`config.mk`:
```
export PLATFORM = sky130hd
export DESIGN_NAME = hibs_top
export DESIGN_NICKNAME = d
export VERILOG_FILES = /design/src/rtl/hibs_pkg.sv /design/src/rtl/hibs_sync.sv /design/src/rtl/hibs_top.sv
export VERILOG_INCLUDE_DIRS = /design/src /design/src/rtl
export SDC_FILE = /design/constraint.sdc
export NUM_CORES = 1
export LEC_CHECK = 0
export BUFFER_PORTS_ARGS = -buffer_cell sky130_fd_sc_hd__clkbuf_2
export CAP_MARGIN = 20
export CELL_PAD_IN_SITES_DETAIL_PLACEMENT = 1
export CELL_PAD_IN_SITES_GLOBAL_PLACEMENT = 2
export CORE_ASPECT_RATIO = 0.5
export CORE_MARGIN = 4
export CORE_UTILIZATION = 29
export CTS_CLUSTER_DIAMETER = 120
export DETAILED_ROUTE_END_ITERATION = 8
export PLACE_DENSITY = 0.74
export SYNTH_ARGS = -nofsm -noshare
export SYNTH_HDL_FRONTEND = slang
export SYNTH_SLANG_ARGS = --single-unit
export TNS_END_PERCENT = 5
```
`constraint.sdc`:
```
create_clock -name mclk -period 1.5 [get_ports mclk]
set_input_delay 0.225 -clock mclk [delete_from_list [all_inputs] [get_ports mclk]]
set_output_delay 0.225 -clock mclk [all_outputs]
set_load 0.01 [all_outputs]
```
`src/rtl/hibs_params.svh`:
```
`ifndef HIBS_PARAMS_SVH
`define HIBS_PARAMS_SVH
// Strap encodings {data-out strap, interrupt strap}
`define HIBS_STRAP_I2C_LO 2'h0
`define HIBS_STRAP_I2C_HI 2'h2
`define HIBS_STRAP_SPI    2'h3
// I2C chip address pairs (write byte; read is write plus one)
`define HIBS_ADDR_LO_W    8'hC2
`define HIBS_ADDR_HI_W    8'hC8
// Reset values
`define HIBS_GPO_RST      1'h0
`define HIBS_IRQ_RST      1'h0
`endif

```
`src/rtl/hibs_pkg.sv`:
```
package hibs_pkg;
  // Latched host interface mode
  typedef enum logic [1:0] {
    HIBS_MODE_I2C_LO = 2'h0,
    HIBS_MODE_I2C_HI = 2'h1,
    HIBS_MODE_SPI    = 2'h3
  } hibs_mode_t;
  // Boot sequence states, Gray along the path
  typedef enum logic [1:0] {
    HIBS_ST_RESET = 2'h0,
    HIBS_ST_LATCH = 2'h1,
    HIBS_ST_RUN   = 2'h3
  } hibs_state_t;
endpackage : hibs_pkg

```
`src/rtl/hibs_sync.sv`:
```
`timescale 1ns/1ns
`default_nettype none
// Two-flop synchroniser for a bus of pin levels
module hibs_sync #(
  parameter int W = 1
) (
  // Clock
  input  wire logic         mclk,
  // Pin levels
  input  wire logic [W-1:0] din,
  output var  logic [W-1:0] dout
);
  logic [W-1:0] meta_q;

  // First stage feeds only the second
  always_ff @(posedge mclk) begin
    meta_q <= din;
    dout   <= meta_q;
  end
endmodule : hibs_sync
`default_nettype wire

```
`src/rtl/hibs_top.sv`:
```
`timescale 1ns/1ns
`default_nettype none
`include "hibs_params.svh"
// Contract
// RULE1: One host protocol, I2C or SPI, active, chosen at boot.
// RULE2: Straps sampled and latched on reset rising edge.
// RULE3: Held reset keeps device idle, no normal operation.
// RULE4: Host releases strap levels some time after reset release.
// RULE5: General output pin level set freely by software.
// RULE6: Radio data ready raises interrupt output to host.
// RULE7: Data pin is I2C SDA or SPI MOSI per mode.
// RULE8: Clock pin is I2C SCL or SPI clock per mode.
// RULE9: Host modifies parameters and reads quality and radio data.
// RULE10: High-level tuning and seek commands accepted over serial.
// RULE11: Debug mode pin tied to ground by board.
// RULE12: I2C answers address pair C2/C3 or C8/C9 per straps.
// RULE13: Straps 00 I2C low, 10 I2C high, 11 SPI.
// RULE14: Latched mode constant until next reset rising edge.
// RULE15: MISO undriven in I2C; in SPI driven only when selected.
module hibs_top
  import hibs_pkg::*;
(
  // Clock and reset
  input  wire logic       mclk,
  input  wire logic       resetn,
  // Reset pin from host, asynchronous
  input  wire logic       reset_in_low_n,
  // Strap sense inputs (pads of the data-out and interrupt pins)
  input  wire logic       strap_miso_in,
  input  wire logic       strap_irq_in,
  // Shared serial pins
  input  wire logic       scl_clk_in,
  input  wire logic       sda_mosi_in,
  output logic            sda_out,
  output logic            sda_oe_n,
  input  wire logic       spi_cs_n_in,
  output logic            spi_miso_out,
  output logic            spi_miso_oe_n,
  // Core protocol engine side
  input  wire logic       core_sda_pull,
  input  wire logic       core_miso_bit,
  input  wire logic       core_gpo_wr,
  input  wire logic       core_gpo_val,
  input  wire logic       core_radio_data_rdy,
  input  wire logic       core_radio_data_ack,
  // Debug pin, board keeps it grounded
  input  wire logic       debug_mode_in,
  // Results to the core
  output logic            core_run,
  output logic [1:0]      host_mode,
  output logic [7:0]      i2c_addr_w,
  output logic            i2c_sel,
  output logic            spi_sel,
  output logic            scl_core,
  output logic            sdi_core,
  // Pins to host
  output logic            general_output_pin,
  output logic            radio_data_irq
);
  // Synchronised pin levels and their named slices
  logic [4:0]  pin_s;
  logic        rst_pin_s;
  logic        rst_pin_q;
  logic        strap_do_s;
  logic        strap_irq_s;
  logic        scl_s;
  logic        sda_s;
  logic        cs_n_s;
  // Boot sequence state and the mode latched at the last pin rise
  hibs_state_t state_q;
  hibs_mode_t  mode_q;

  // Decode the strap pair into a mode; unused 01 falls back to low I2C
  function automatic hibs_mode_t hibs_decode(input logic [1:0] s);
    case (s)
      `HIBS_STRAP_I2C_HI: hibs_decode = HIBS_MODE_I2C_HI;
      `HIBS_STRAP_SPI:    hibs_decode = HIBS_MODE_SPI;
      default:            hibs_decode = HIBS_MODE_I2C_LO;
    endcase
  endfunction : hibs_decode

  // All pin inputs pass two flops before any logic
  hibs_sync #(.W(5)) u_sync (
    .mclk (mclk),
    .din  ({reset_in_low_n, strap_miso_in, strap_irq_in,
            scl_clk_in, sda_mosi_in}),
    .dout (pin_s)
  );
  assign rst_pin_s   = pin_s[4];
  assign strap_do_s  = pin_s[3];
  assign strap_irq_s = pin_s[2];
  assign scl_s       = pin_s[1];
  assign sda_s       = pin_s[0];

  // Chip select has its own pair to keep the bus width tidy
  hibs_sync #(.W(1)) u_sync_cs (
    .mclk (mclk),
    .din  (spi_cs_n_in),
    .dout (cs_n_s)
  );

  // Previous level of the reset pin for the rising edge.
  // Reset to the pin's running level: a core reset taken while the pin
  // is already high must not look like a fresh rise, or straps the host
  // has already let go would be latched as a new mode.
  always_ff @(posedge mclk) begin
    if (!resetn) begin
      rst_pin_q <= 1'h1; // RULE2
    end else begin
      rst_pin_q <= rst_pin_s;
    end
  end

  // Boot sequence; pin low forces reset state at once
  // After a core reset the state waits here for a real pin rise
  always_ff @(posedge mclk) begin
    if (!resetn) begin
      state_q <= HIBS_ST_RESET;
    end else if (!rst_pin_s) begin
      state_q <= HIBS_ST_RESET; // RULE3
    end else begin
      case (state_q)
        HIBS_ST_RESET: if (!rst_pin_q) state_q <= HIBS_ST_LATCH;
        HIBS_ST_LATCH: state_q <= HIBS_ST_RUN;
        HIBS_ST_RUN:   state_q <= HIBS_ST_RUN;
        default:       state_q <= HIBS_ST_RESET;
      endcase
    end
  end

  // Straps caught only on the pin's rising edge, held otherwise.
  // Strap and reset share sync depth, so the level seen is the one
  // present when the pin rose, before the host lets the straps go.
  always_ff @(posedge mclk) begin
    if (!resetn) begin
      // Until the first pin rise the low-address I2C mode is assumed
      mode_q <= HIBS_MODE_I2C_LO;
    end else if (rst_pin_s && !rst_pin_q) begin
      mode_q <= hibs_decode({strap_do_s, strap_irq_s}); // RULE2 RULE13
    end
  end // RULE14 RULE1

  // Mode view for the protocol engine and address decode
  always_ff @(posedge mclk) begin
    if (!resetn) begin
      core_run   <= 1'h0;
      host_mode  <= 2'h0;
      i2c_addr_w <= `HIBS_ADDR_LO_W;
      i2c_sel    <= 1'h0;
      spi_sel    <= 1'h0;
    end else begin
      core_run   <= (state_q == HIBS_ST_RUN) && rst_pin_s; // RULE3
      host_mode  <= mode_q;
      i2c_addr_w <= (mode_q == HIBS_MODE_I2C_HI) ?
                    `HIBS_ADDR_HI_W : `HIBS_ADDR_LO_W; // RULE12
      i2c_sel    <= (mode_q != HIBS_MODE_SPI); // RULE1
      // Select follows chip select three cycles late: two sync flops and this register
      spi_sel    <= (mode_q == HIBS_MODE_SPI) && !cs_n_s;
    end
  end

  // Shared pin routing; core engine handles RULE9 RULE10 commands
  always_ff @(posedge mclk) begin
    if (!resetn) begin
      scl_core <= 1'h1;
      sdi_core <= 1'h1;
    end else begin
      scl_core <= scl_s; // RULE8
      sdi_core <= sda_s; // RULE7
    end
  end

  // Data pin is open drain in I2C only; output stays low, enable pulls
  always_ff @(posedge mclk) begin
    if (!resetn) begin
      sda_out  <= 1'h0;
      sda_oe_n <= 1'h1;
    end else begin
      sda_out  <= 1'h0;
      sda_oe_n <= !(core_run && mode_q != HIBS_MODE_SPI &&
                    core_sda_pull); // RULE7
    end
  end

  // Data-out pin also carries a strap, so never driven before running
  always_ff @(posedge mclk) begin
    if (!resetn) begin
      spi_miso_out  <= 1'h0;
      spi_miso_oe_n <= 1'h1;
    end else begin
      spi_miso_out  <= core_miso_bit;
      spi_miso_oe_n <= !(core_run && mode_q == HIBS_MODE_SPI &&
                         !cs_n_s); // RULE15
    end
  end

  // Software-set output level, kept low through reset
  // Cleared whenever not running, so a reboot starts from a known level
  always_ff @(posedge mclk) begin
    if (!resetn || !core_run) begin
      general_output_pin <= `HIBS_GPO_RST;
    end else if (core_gpo_wr) begin
      general_output_pin <= core_gpo_val; // RULE5
    end
  end

  // Interrupt: a new ready beats an ack in the same cycle
  // so data arriving as the host acks is never lost
  always_ff @(posedge mclk) begin
    if (!resetn || !core_run) begin
      radio_data_irq <= `HIBS_IRQ_RST;
    end else if (core_radio_data_rdy) begin
      radio_data_irq <= 1'h1; // RULE6
    end else if (core_radio_data_ack) begin
      radio_data_irq <= 1'h0;
    end
  end

  // Debug pin has no function here; RULE11 is the board's duty
  // Kept in a dummy net only so the pin is not left unread
  logic unused_ok;
  assign unused_ok = debug_mode_in;
endmodule : hibs_top
`default_nettype wire

```
Word level (Yosys, flattened, before mapping)
Cells that the tools add are included.
Operators by class
  eq/ne operators: 8
  reductions and logical operators: 18
  muxes and demuxes: 6
Operator list (number)
  equality test 2 bit (second input constant): 4
  case mux 2 bit (2 select lines): 2
  logical AND 1 bit: 7
  logical NOT 1 bit: 6
  equality test 2 x 1 -> 1 bit (second input constant): 2
  two-way mux 4 bit: 1
  inequality test 2 bit (second input constant): 2
  logical NOT 2 bit: 1
  two-way mux 1 bit: 2
  two-way mux 2 bit: 1
  AND reduction 2 bit: 1
  nonzero test 2 bit: 1
  OR reduction 2 bit: 1
  logical OR 1 bit: 1
Word-level totals
  register bits after elaboration: 37
  word-level logic and storage cells: 51

Depth between registers and ports, before layout
Gate-level depths: netlist (run 1).
  depth in word-level cells: 4
  depth in mapped cells: 3

Modules after synthesis
Synthesis (run 1) repeated with hierarchy kept, for this count alone.
Second synthesis, totals
  cells, all modules: 70
  area total of the unflattened synthesis: 869.6 µm²
Modules (own cells, without submodules)
  hibs_top: area an instance 629.4 µm², instances 1, cells an instance 58
  hibs_sync at u_sync: area an instance 200.2 µm², instances 1, cells an instance 10
  hibs_sync at u_sync_cs: area an instance 40.0 µm², instances 1, cells an instance 2

Worst setup path before layout (run 1)
OpenSTA, ideal clock, no wires.
  path type: reg-to-reg
  from: register core_run
  to: register spi_miso_oe_n
  stages on the path, launching flop included: 3
  data required time: 1373 ps
  clock period less this slack: 873 ps
  setup slack: 627 ps
  buffers on the path: 0
  library setup time: 127 ps
  arrival: 746 ps
  cell sequence: dfxtp_1 > nand2_1 > or3_1
Between the ends
  cells in the longest elaborated chain, start to end: 3
RTL lines
  start, declared: line hibs_top.sv:49  | output logic core_run,
  start signal, assigned: line hibs_top.sv:152  | core_run <= (state_q == HIBS_ST_RUN) && rst_pin_s;
  logical AND 1 bit (2 in a row): line hibs_top.sv:192  | spi_miso_oe_n <= !(core_run && mode_q == HIBS_MODE_SPI &&
  logical NOT 1 bit: line hibs_top.sv:192
  end signal, assigned: line hibs_top.sv:192
  end, declared: line hibs_top.sv:38  | output logic spi_miso_oe_n,
Every way passes these cells.
A chain may end at the register's enable or synchronous reset.

Worst setup path in the final report (run 1)
  from: register core_run
  to: output port core_run
No word-level cell between the ends.

==> run_results.csv, run 1 <==
group,metric,value,unit
clock_network,htree_levels,2,
place,place_area,0.00101,sq mm
route,post_drt_wl_per_cell,9.99,um
logic_synthesis,synth-async-reset-ratio,0,
power,cellLeakagePower,0.535,nW
grt,busiest_layer,"met2",
logic_synthesis,synth_xor_area_frac,0,
logic_synthesis,synthesis.area,870,sq um
grt,overflow,0,
clock_network,cts_made_buffers,5,
setup_path,cp-start-kind,"register",
hold_path,min_to,"u_sync.meta_q[1]",
route,ant_nets,0,
finish,num_antenna_cells,0,
logic_synthesis,synth_seq_area_share,0.714,
logic_synthesis,synth-simple-area-share,0.141,
setup_path,crit_required,1270,ps
logic_synthesis,synth_top_area_share,0.714,
timing,period_needed,986,ps
route,drc,0,
setup_path,cp_max_fo,3,
place,gp_congestion,0.607,
timing,clock.fmax,1010,MHz
timing,tns,0,ps
finish,regArea,621,sq um
job,drv_cap,0,
grt,grt_max_degree,15,
timing,fin_skew,4.54,ps
logic_synthesis,synth_top_family_by_area,"simple AND/OR/NAND/NOR gates",
timing,setup_ws,514,ps
finish,stdcell_area,0.00113,sq mm
finish,final_nets,118,
floorplan,pin_count,36,
setup_path,cpLargestDelayFamily,"flip-flops",
setup_path,crit_arrival,760,ps
setup_path,reg2reg_to,"spi_miso_oe_n",
setup_path,critPathKind,"reg -> out",
logic_synthesis,syn_inst,72,
logic_synthesis,synth_top_cell_by_area,"dfxtp_1",
logic_synthesis,synth_mux_area_frac,0.0115,
clock_network,clock_path_buffers,2,
grt,grt_usage,0.0819,
setup_path,r2r_start,"mode_q[1]",
clock_network,clock_latency,280,ps
grt,grt_pass1_vias,505,
floorplan,fp.dieH,46.7,um
finish,area_growth,29.9,%
route,drt_iter0_markers,18,
setup_path,critical_path.cell_chain,"clkbuf_2",
logic_synthesis,synth_edf_count,0,
floorplan,die_x,85.4,um
setup_path,r2r_cells,2,
clock_network,tritoncts,"done",
grt,grtUsageMet1,0.0798,
timing,hold_violations,0,
setup_path,slowest_stage,"dfxtp_1",
clock_network,ctsHoldBuffers,0,
finish,fillCellCount,309,
finish,drive_gt1_frac,0.375,
setup_path,reg2reg_slack,570,ps
place,hpwl,1.06,mm
logic_synthesis,yosys-top-cells-area,"dfxtp_1 (71%), buf_4 (6.0%), and2_1 (2.2%)",
clock_network,cts-root-buf,"clkbuf_8",
setup_path,path_buf_inv,1,
route,drt_pass1_iterations,2,
timing,finalSetupViolCount,0,
logic_synthesis,ys_warn_count,0,
logic_synthesis,synth_compound_area_frac,0.0460,
hold_path,whs_path_depth,1,
grt,met3_usage,0.0536,
clock_network,post-cts-setup-buffers,0,
clock_network,ctsResizeCount,0,
grt,grt_pass1_wl,2.23,mm
setup_path,slowest_delay,350,ps
finish,fin_util,0.413,
logic_synthesis,ys_ff_latch,31,
clock_network,worst_setup_hold_path_clk_slew,60,ps
timing,rsz0062_at_grt,"false",
hold_path,hold_path_class,"in -> reg",
floorplan,core,0.00273,sq mm
route,vias,543,
timing,fin_crit_sh,0.657,
route,avgViaCountPerCell,3.85,
place,pre_cts_ws,458,ps
grt,grt_antenna_before_repair,0,
place,port_buffers,27,
timing,maxSlewViolCount,0,
hold_path,hold_path_startpoint,"scl_clk_in",
grt,grt_use_met2,0.119,
finish,multiInputGateArea,199,sq um
logic_synthesis,synth_area_per_cell,12.1,sq um
route,drt-total-wl,1.41,mm
floorplan,dieArea,0.00399,sq mm
floorplan,rows,13,
power,power_density,1540,mW/mm^2
clock_network,cts.sinks,31,
logic_synthesis,yosys.cell_types.count,24,
power,irDropWorstVdd,0.494,mV
logic_synthesis,synth_ff_type,"dfxtp_1",
floorplan,start_util,0.318,
setup_path,critPathCaptureType,"primary output",
logic_synthesis,synth_fa_ha_area_frac,0,
status,status,"finished clean",
## registers in the layout, indices dropped and copies added, names as in the netlist, 2 cells and up
register,cells
mode_q,2
i2c_addr_w,2
u_sync.dout,5
u_sync.meta_q,5
state_q,2
host_mode,2
## report_power, final
group / internal [W] / switching (W) / total, W
logic: 0.0000266 / 0.0000292 / 0.0000558
registers: 0.000853 / 0.00000988 / 0.000862
clock network: 0.000536 / 0.000290 / 0.000826
## cell families (layout without fill, tap and decap cells)
kind of cell,count (synthesis),in the layout
and+or+nand+nor,21,21
buffers and inverters,11,38
muxes,1,1
other,2,7
DFF,31,31
AOI/OAI and AO/OA,6,6
## metrics by stage
step                      cells  power (W)  hold WS [ps]
after detailed placement    133   0.000938           315
after global placement      133   0.000936           312
after global routing        141    0.00182          24.2
after CTS                   141    0.00178          30.3
after floorplan              77   0.000921           253
final                       141    0.00174          43.4
## cell usage after synthesis, types with 2 or more instances
cell type   n
and2_1      3
conb_1      2
inv_1       3
nand2_1     3
dfxtp_1    31
buf_4       7
o21ai_0     2
nor2_1      3
and2_2      2
nand2b_1    2
## layout make-up
| class | instances | share of cell area |
|---|---|---|
| Timing Repair Buffer | 27 | 0.120 |
| Sequential cell | 31 | 0.549 |
| Clock buffer | 6 | 0.0731 |
| Tap cell | 37 | 0.0410 |
| Inverter | 3 | 0.00997 |
| Multi-Input combinational cell | 35 | 0.176 |
| Clock inverter | 2 | 0.0310 |
## how the worst max path moves through the flow
stage,start,endpoint,slack [ps],depth (start not counted)
detailed placement,resetn,spi_miso_oe_n,460,3
finish,core_run,core_run,510,1
global placement,resetn,spi_miso_oe_n,460,3
CTS,core_run,core_run,490,1
global route,core_run,core_run,470,1
floorplan,core_run,spi_miso_oe_n,630,2
## cell usage in the layout (no fill, tap or decap), types with 2 or more instances in the layout
master	count
and2_2	2
nor2_1	3
inv_1	3
clkbuf_8	6
clkbuf_2	27
and2_1	3
nand2b_1	2
o21ai_0	2
dfxtp_1	31
nand2_1	3
conb_1	7
## worst register-to-register path, delay by kind of cell (launching register included)
kind / cells / cell delay [ps]
simple gates: 2 / 430
flops: 1 / 380
## routing by layer
layer	vias to the layer above	wire length, um
li1	274	-
met1	240	572
met2	24	652
met3	5	149
met4	0	34
met5	-	0
(Power assumes the default switching activity.)
==> run 2: changes to the inputs <==
Settings changed: CORE_UTILIZATION 29 to 24, PLACE_DENSITY 0.74 to 0.66.
Clock period 1.5 ns to 0.8 ns, I/O delays scaled along.
==> run_results.csv, run 2 (same netlist as run 1, synthesis figures left out) <==
group,metric,value,unit
status,status,"finished with violations",
status,violations,"negative setup slack",
timing,rsz0062_at_grt,"true",
hold_path,hold_path_class,"in -> reg",
power,irDropWorstVdd,0.491,mV
finish,largest_registers,"u_sync.dout x5, u_sync.meta_q x5",
timing,hold_violations,0,
finish,multiInputGateArea,214,sq um
setup_path,slowest_delay,330,ps
grt,grt_usage,0.0736,
finish,fillCellCount,410,
route,drc,0,
setup_path,reg2reg_slack,-90,ps
timing,fin_crit_sh,1.17,
place,gp_congestion,0.681,
clock_network,cts_made_buffers,5,
floorplan,die_x,93.1,um
finish,final_cells,169,
timing,period_needed,940,ps
power,power_density,2190,mW/mm^2
setup_path,critical_path.cell_chain,"buf_6, buf_8",
clock_network,worst_setup_hold_path_clk_slew,60,ps
grt,grt_pass1_wl,2.60,mm
floorplan,start_util,0.252,
setup_path,critPathKind,"reg -> out",
finish,regArea,634,sq um
setup_path,r2r_start,"core_run",
setup_path,cp-start-kind,"register",
clock_network,tritoncts,"done",
grt,grt_pass1_vias,598,
setup_path,crit_cells,2,
clock_network,htree_levels,2,
timing,clock.fmax,1060,MHz
finish,final_nets,132,
setup_path,slowest_stage,"dfxtp_2",
timing,setup_ws,-140,ps
hold_path,whs_path_depth,2,
setup_path,path_buf_inv,2,
finish,fin_util,0.382,
floorplan,rows,15,
route,drt_pass1_iterations,2,
finish,area_growth,51.7,%
timing,finalSetupViolCount,15,
power,cellLeakagePower,0.605,nW
finish,final_cell_mix,"dfxtp_1 (20), clkbuf_2 (13), dfxtp_2 (11)",
clock_network,cts-root-buf,"clkbuf_8",
route,avgViaCountPerCell,3.59,
setup_path,r2r_cells,3,
setup_path,crit_arrival,820,ps
route,drt-total-wl,1.58,mm
place,pre_cts_ws,-56.2,ps
place,dp_cells,153,
job,drv_cap,0,
setup_path,crit_required,680,ps
floorplan,fp.dieH,50.6,um
hold_path,hold_path_startpoint,"core_sda_pull",
route,vias,607,
setup_path,critPathCaptureType,"primary output",
finish,drive_gt1_frac,0.508,
timing,fin_hold_ws,35.4,ps
grt,grt_antenna_before_repair,0,
clock_network,clock_latency,270,ps
grt,overflow,0,
floorplan,pin_count,36,
route,drt_iter0_markers,3,
timing,fin_skew,0.946,ps
timing,maxSlewViolCount,0,
clock_network,cts.sinks,31,
finish,layout_commonest_cell,"dfxtp_1",
clock_network,clock_path_buffers,2,
place,hpwl,1.13,mm
hold_path,min_to,"sda_oe_n",
route,ant_nets,0,
floorplan,core,0.00345,sq mm
finish,num_antenna_cells,0,
place,port_buffers,27,
grt,grt_max_degree,10,
setup_path,reg2reg_to,"spi_miso_oe_n",
route,post_drt_wl_per_cell,9.35,um
setup_path,cpLargestDelayFamily,"flip-flops",
setup_path,cp_max_fo,2,
floorplan,dieArea,0.00471,sq mm
[run 2: how the worst max path moves through the flow]
stage                    from       endpoint  slack, ps
6_report             core_run       core_run       -140
4_1_cts              core_run       core_run       -160
3_3_place_gp   u_sync.dout[4]      mode_q[1]        -30
2_1_floorplan       mode_q[1]  spi_miso_oe_n        -20
3_5_place_dp   u_sync.dout[4]      mode_q[1]        -60
5_1_grt              core_run       core_run       -180
[run 2: what timing repair did]
action,in CTS,in global routing
buffers inserted,2,0
hold endpoints to repair,6,0
endpoints found under the setup margin,19,22
pin swaps,0,1
hold buffers,6,0
resized for setup,8,29
[run 2: final cells by class]
| cell class | instances | area share |
|---|---|---|
| clock buffers | 7 | 0.0579 |
| clock inverters | 1 | 0.00380 |
| inverters | 3 | 0.00854 |
| multi-input cells | 35 | 0.162 |
| flip-flops and latches | 31 | 0.481 |
| well taps | 51 | 0.0484 |
| repair buffers | 41 | 0.238 |
[run 2: stage by stage]
stage | setup TNS (ps) | instance area [sq um] | total power [W]
after floorplan | -20.2 | 895 | 0.00173
after global placement | -67.1 | 1080 | 0.00176
after detailed placement | -124 | 1080 | 0.00177
after CTS | -668 | 1260 | 0.00293
after global routing | -1070 | 1320 | 0.00304
final | -380 | 1320 | 0.00289
[run 2: per-layer routing]
layer	vias to the layer above	global-route usage	wire length, um
met5	-	0	0
met4	0	0.0365	23
met3	2	0.0434	123
met2	20	0.123	797
met1	282	0.0738	635
li1	303	-	-
[run 2: report_power, final]
part,total [W],internal [W],switching [W]
Clock,0.00113,0.000609,0.000516
Sequential,0.00162,0.00160,0.0000210
Combinational,0.000147,0.0000849,0.0000620
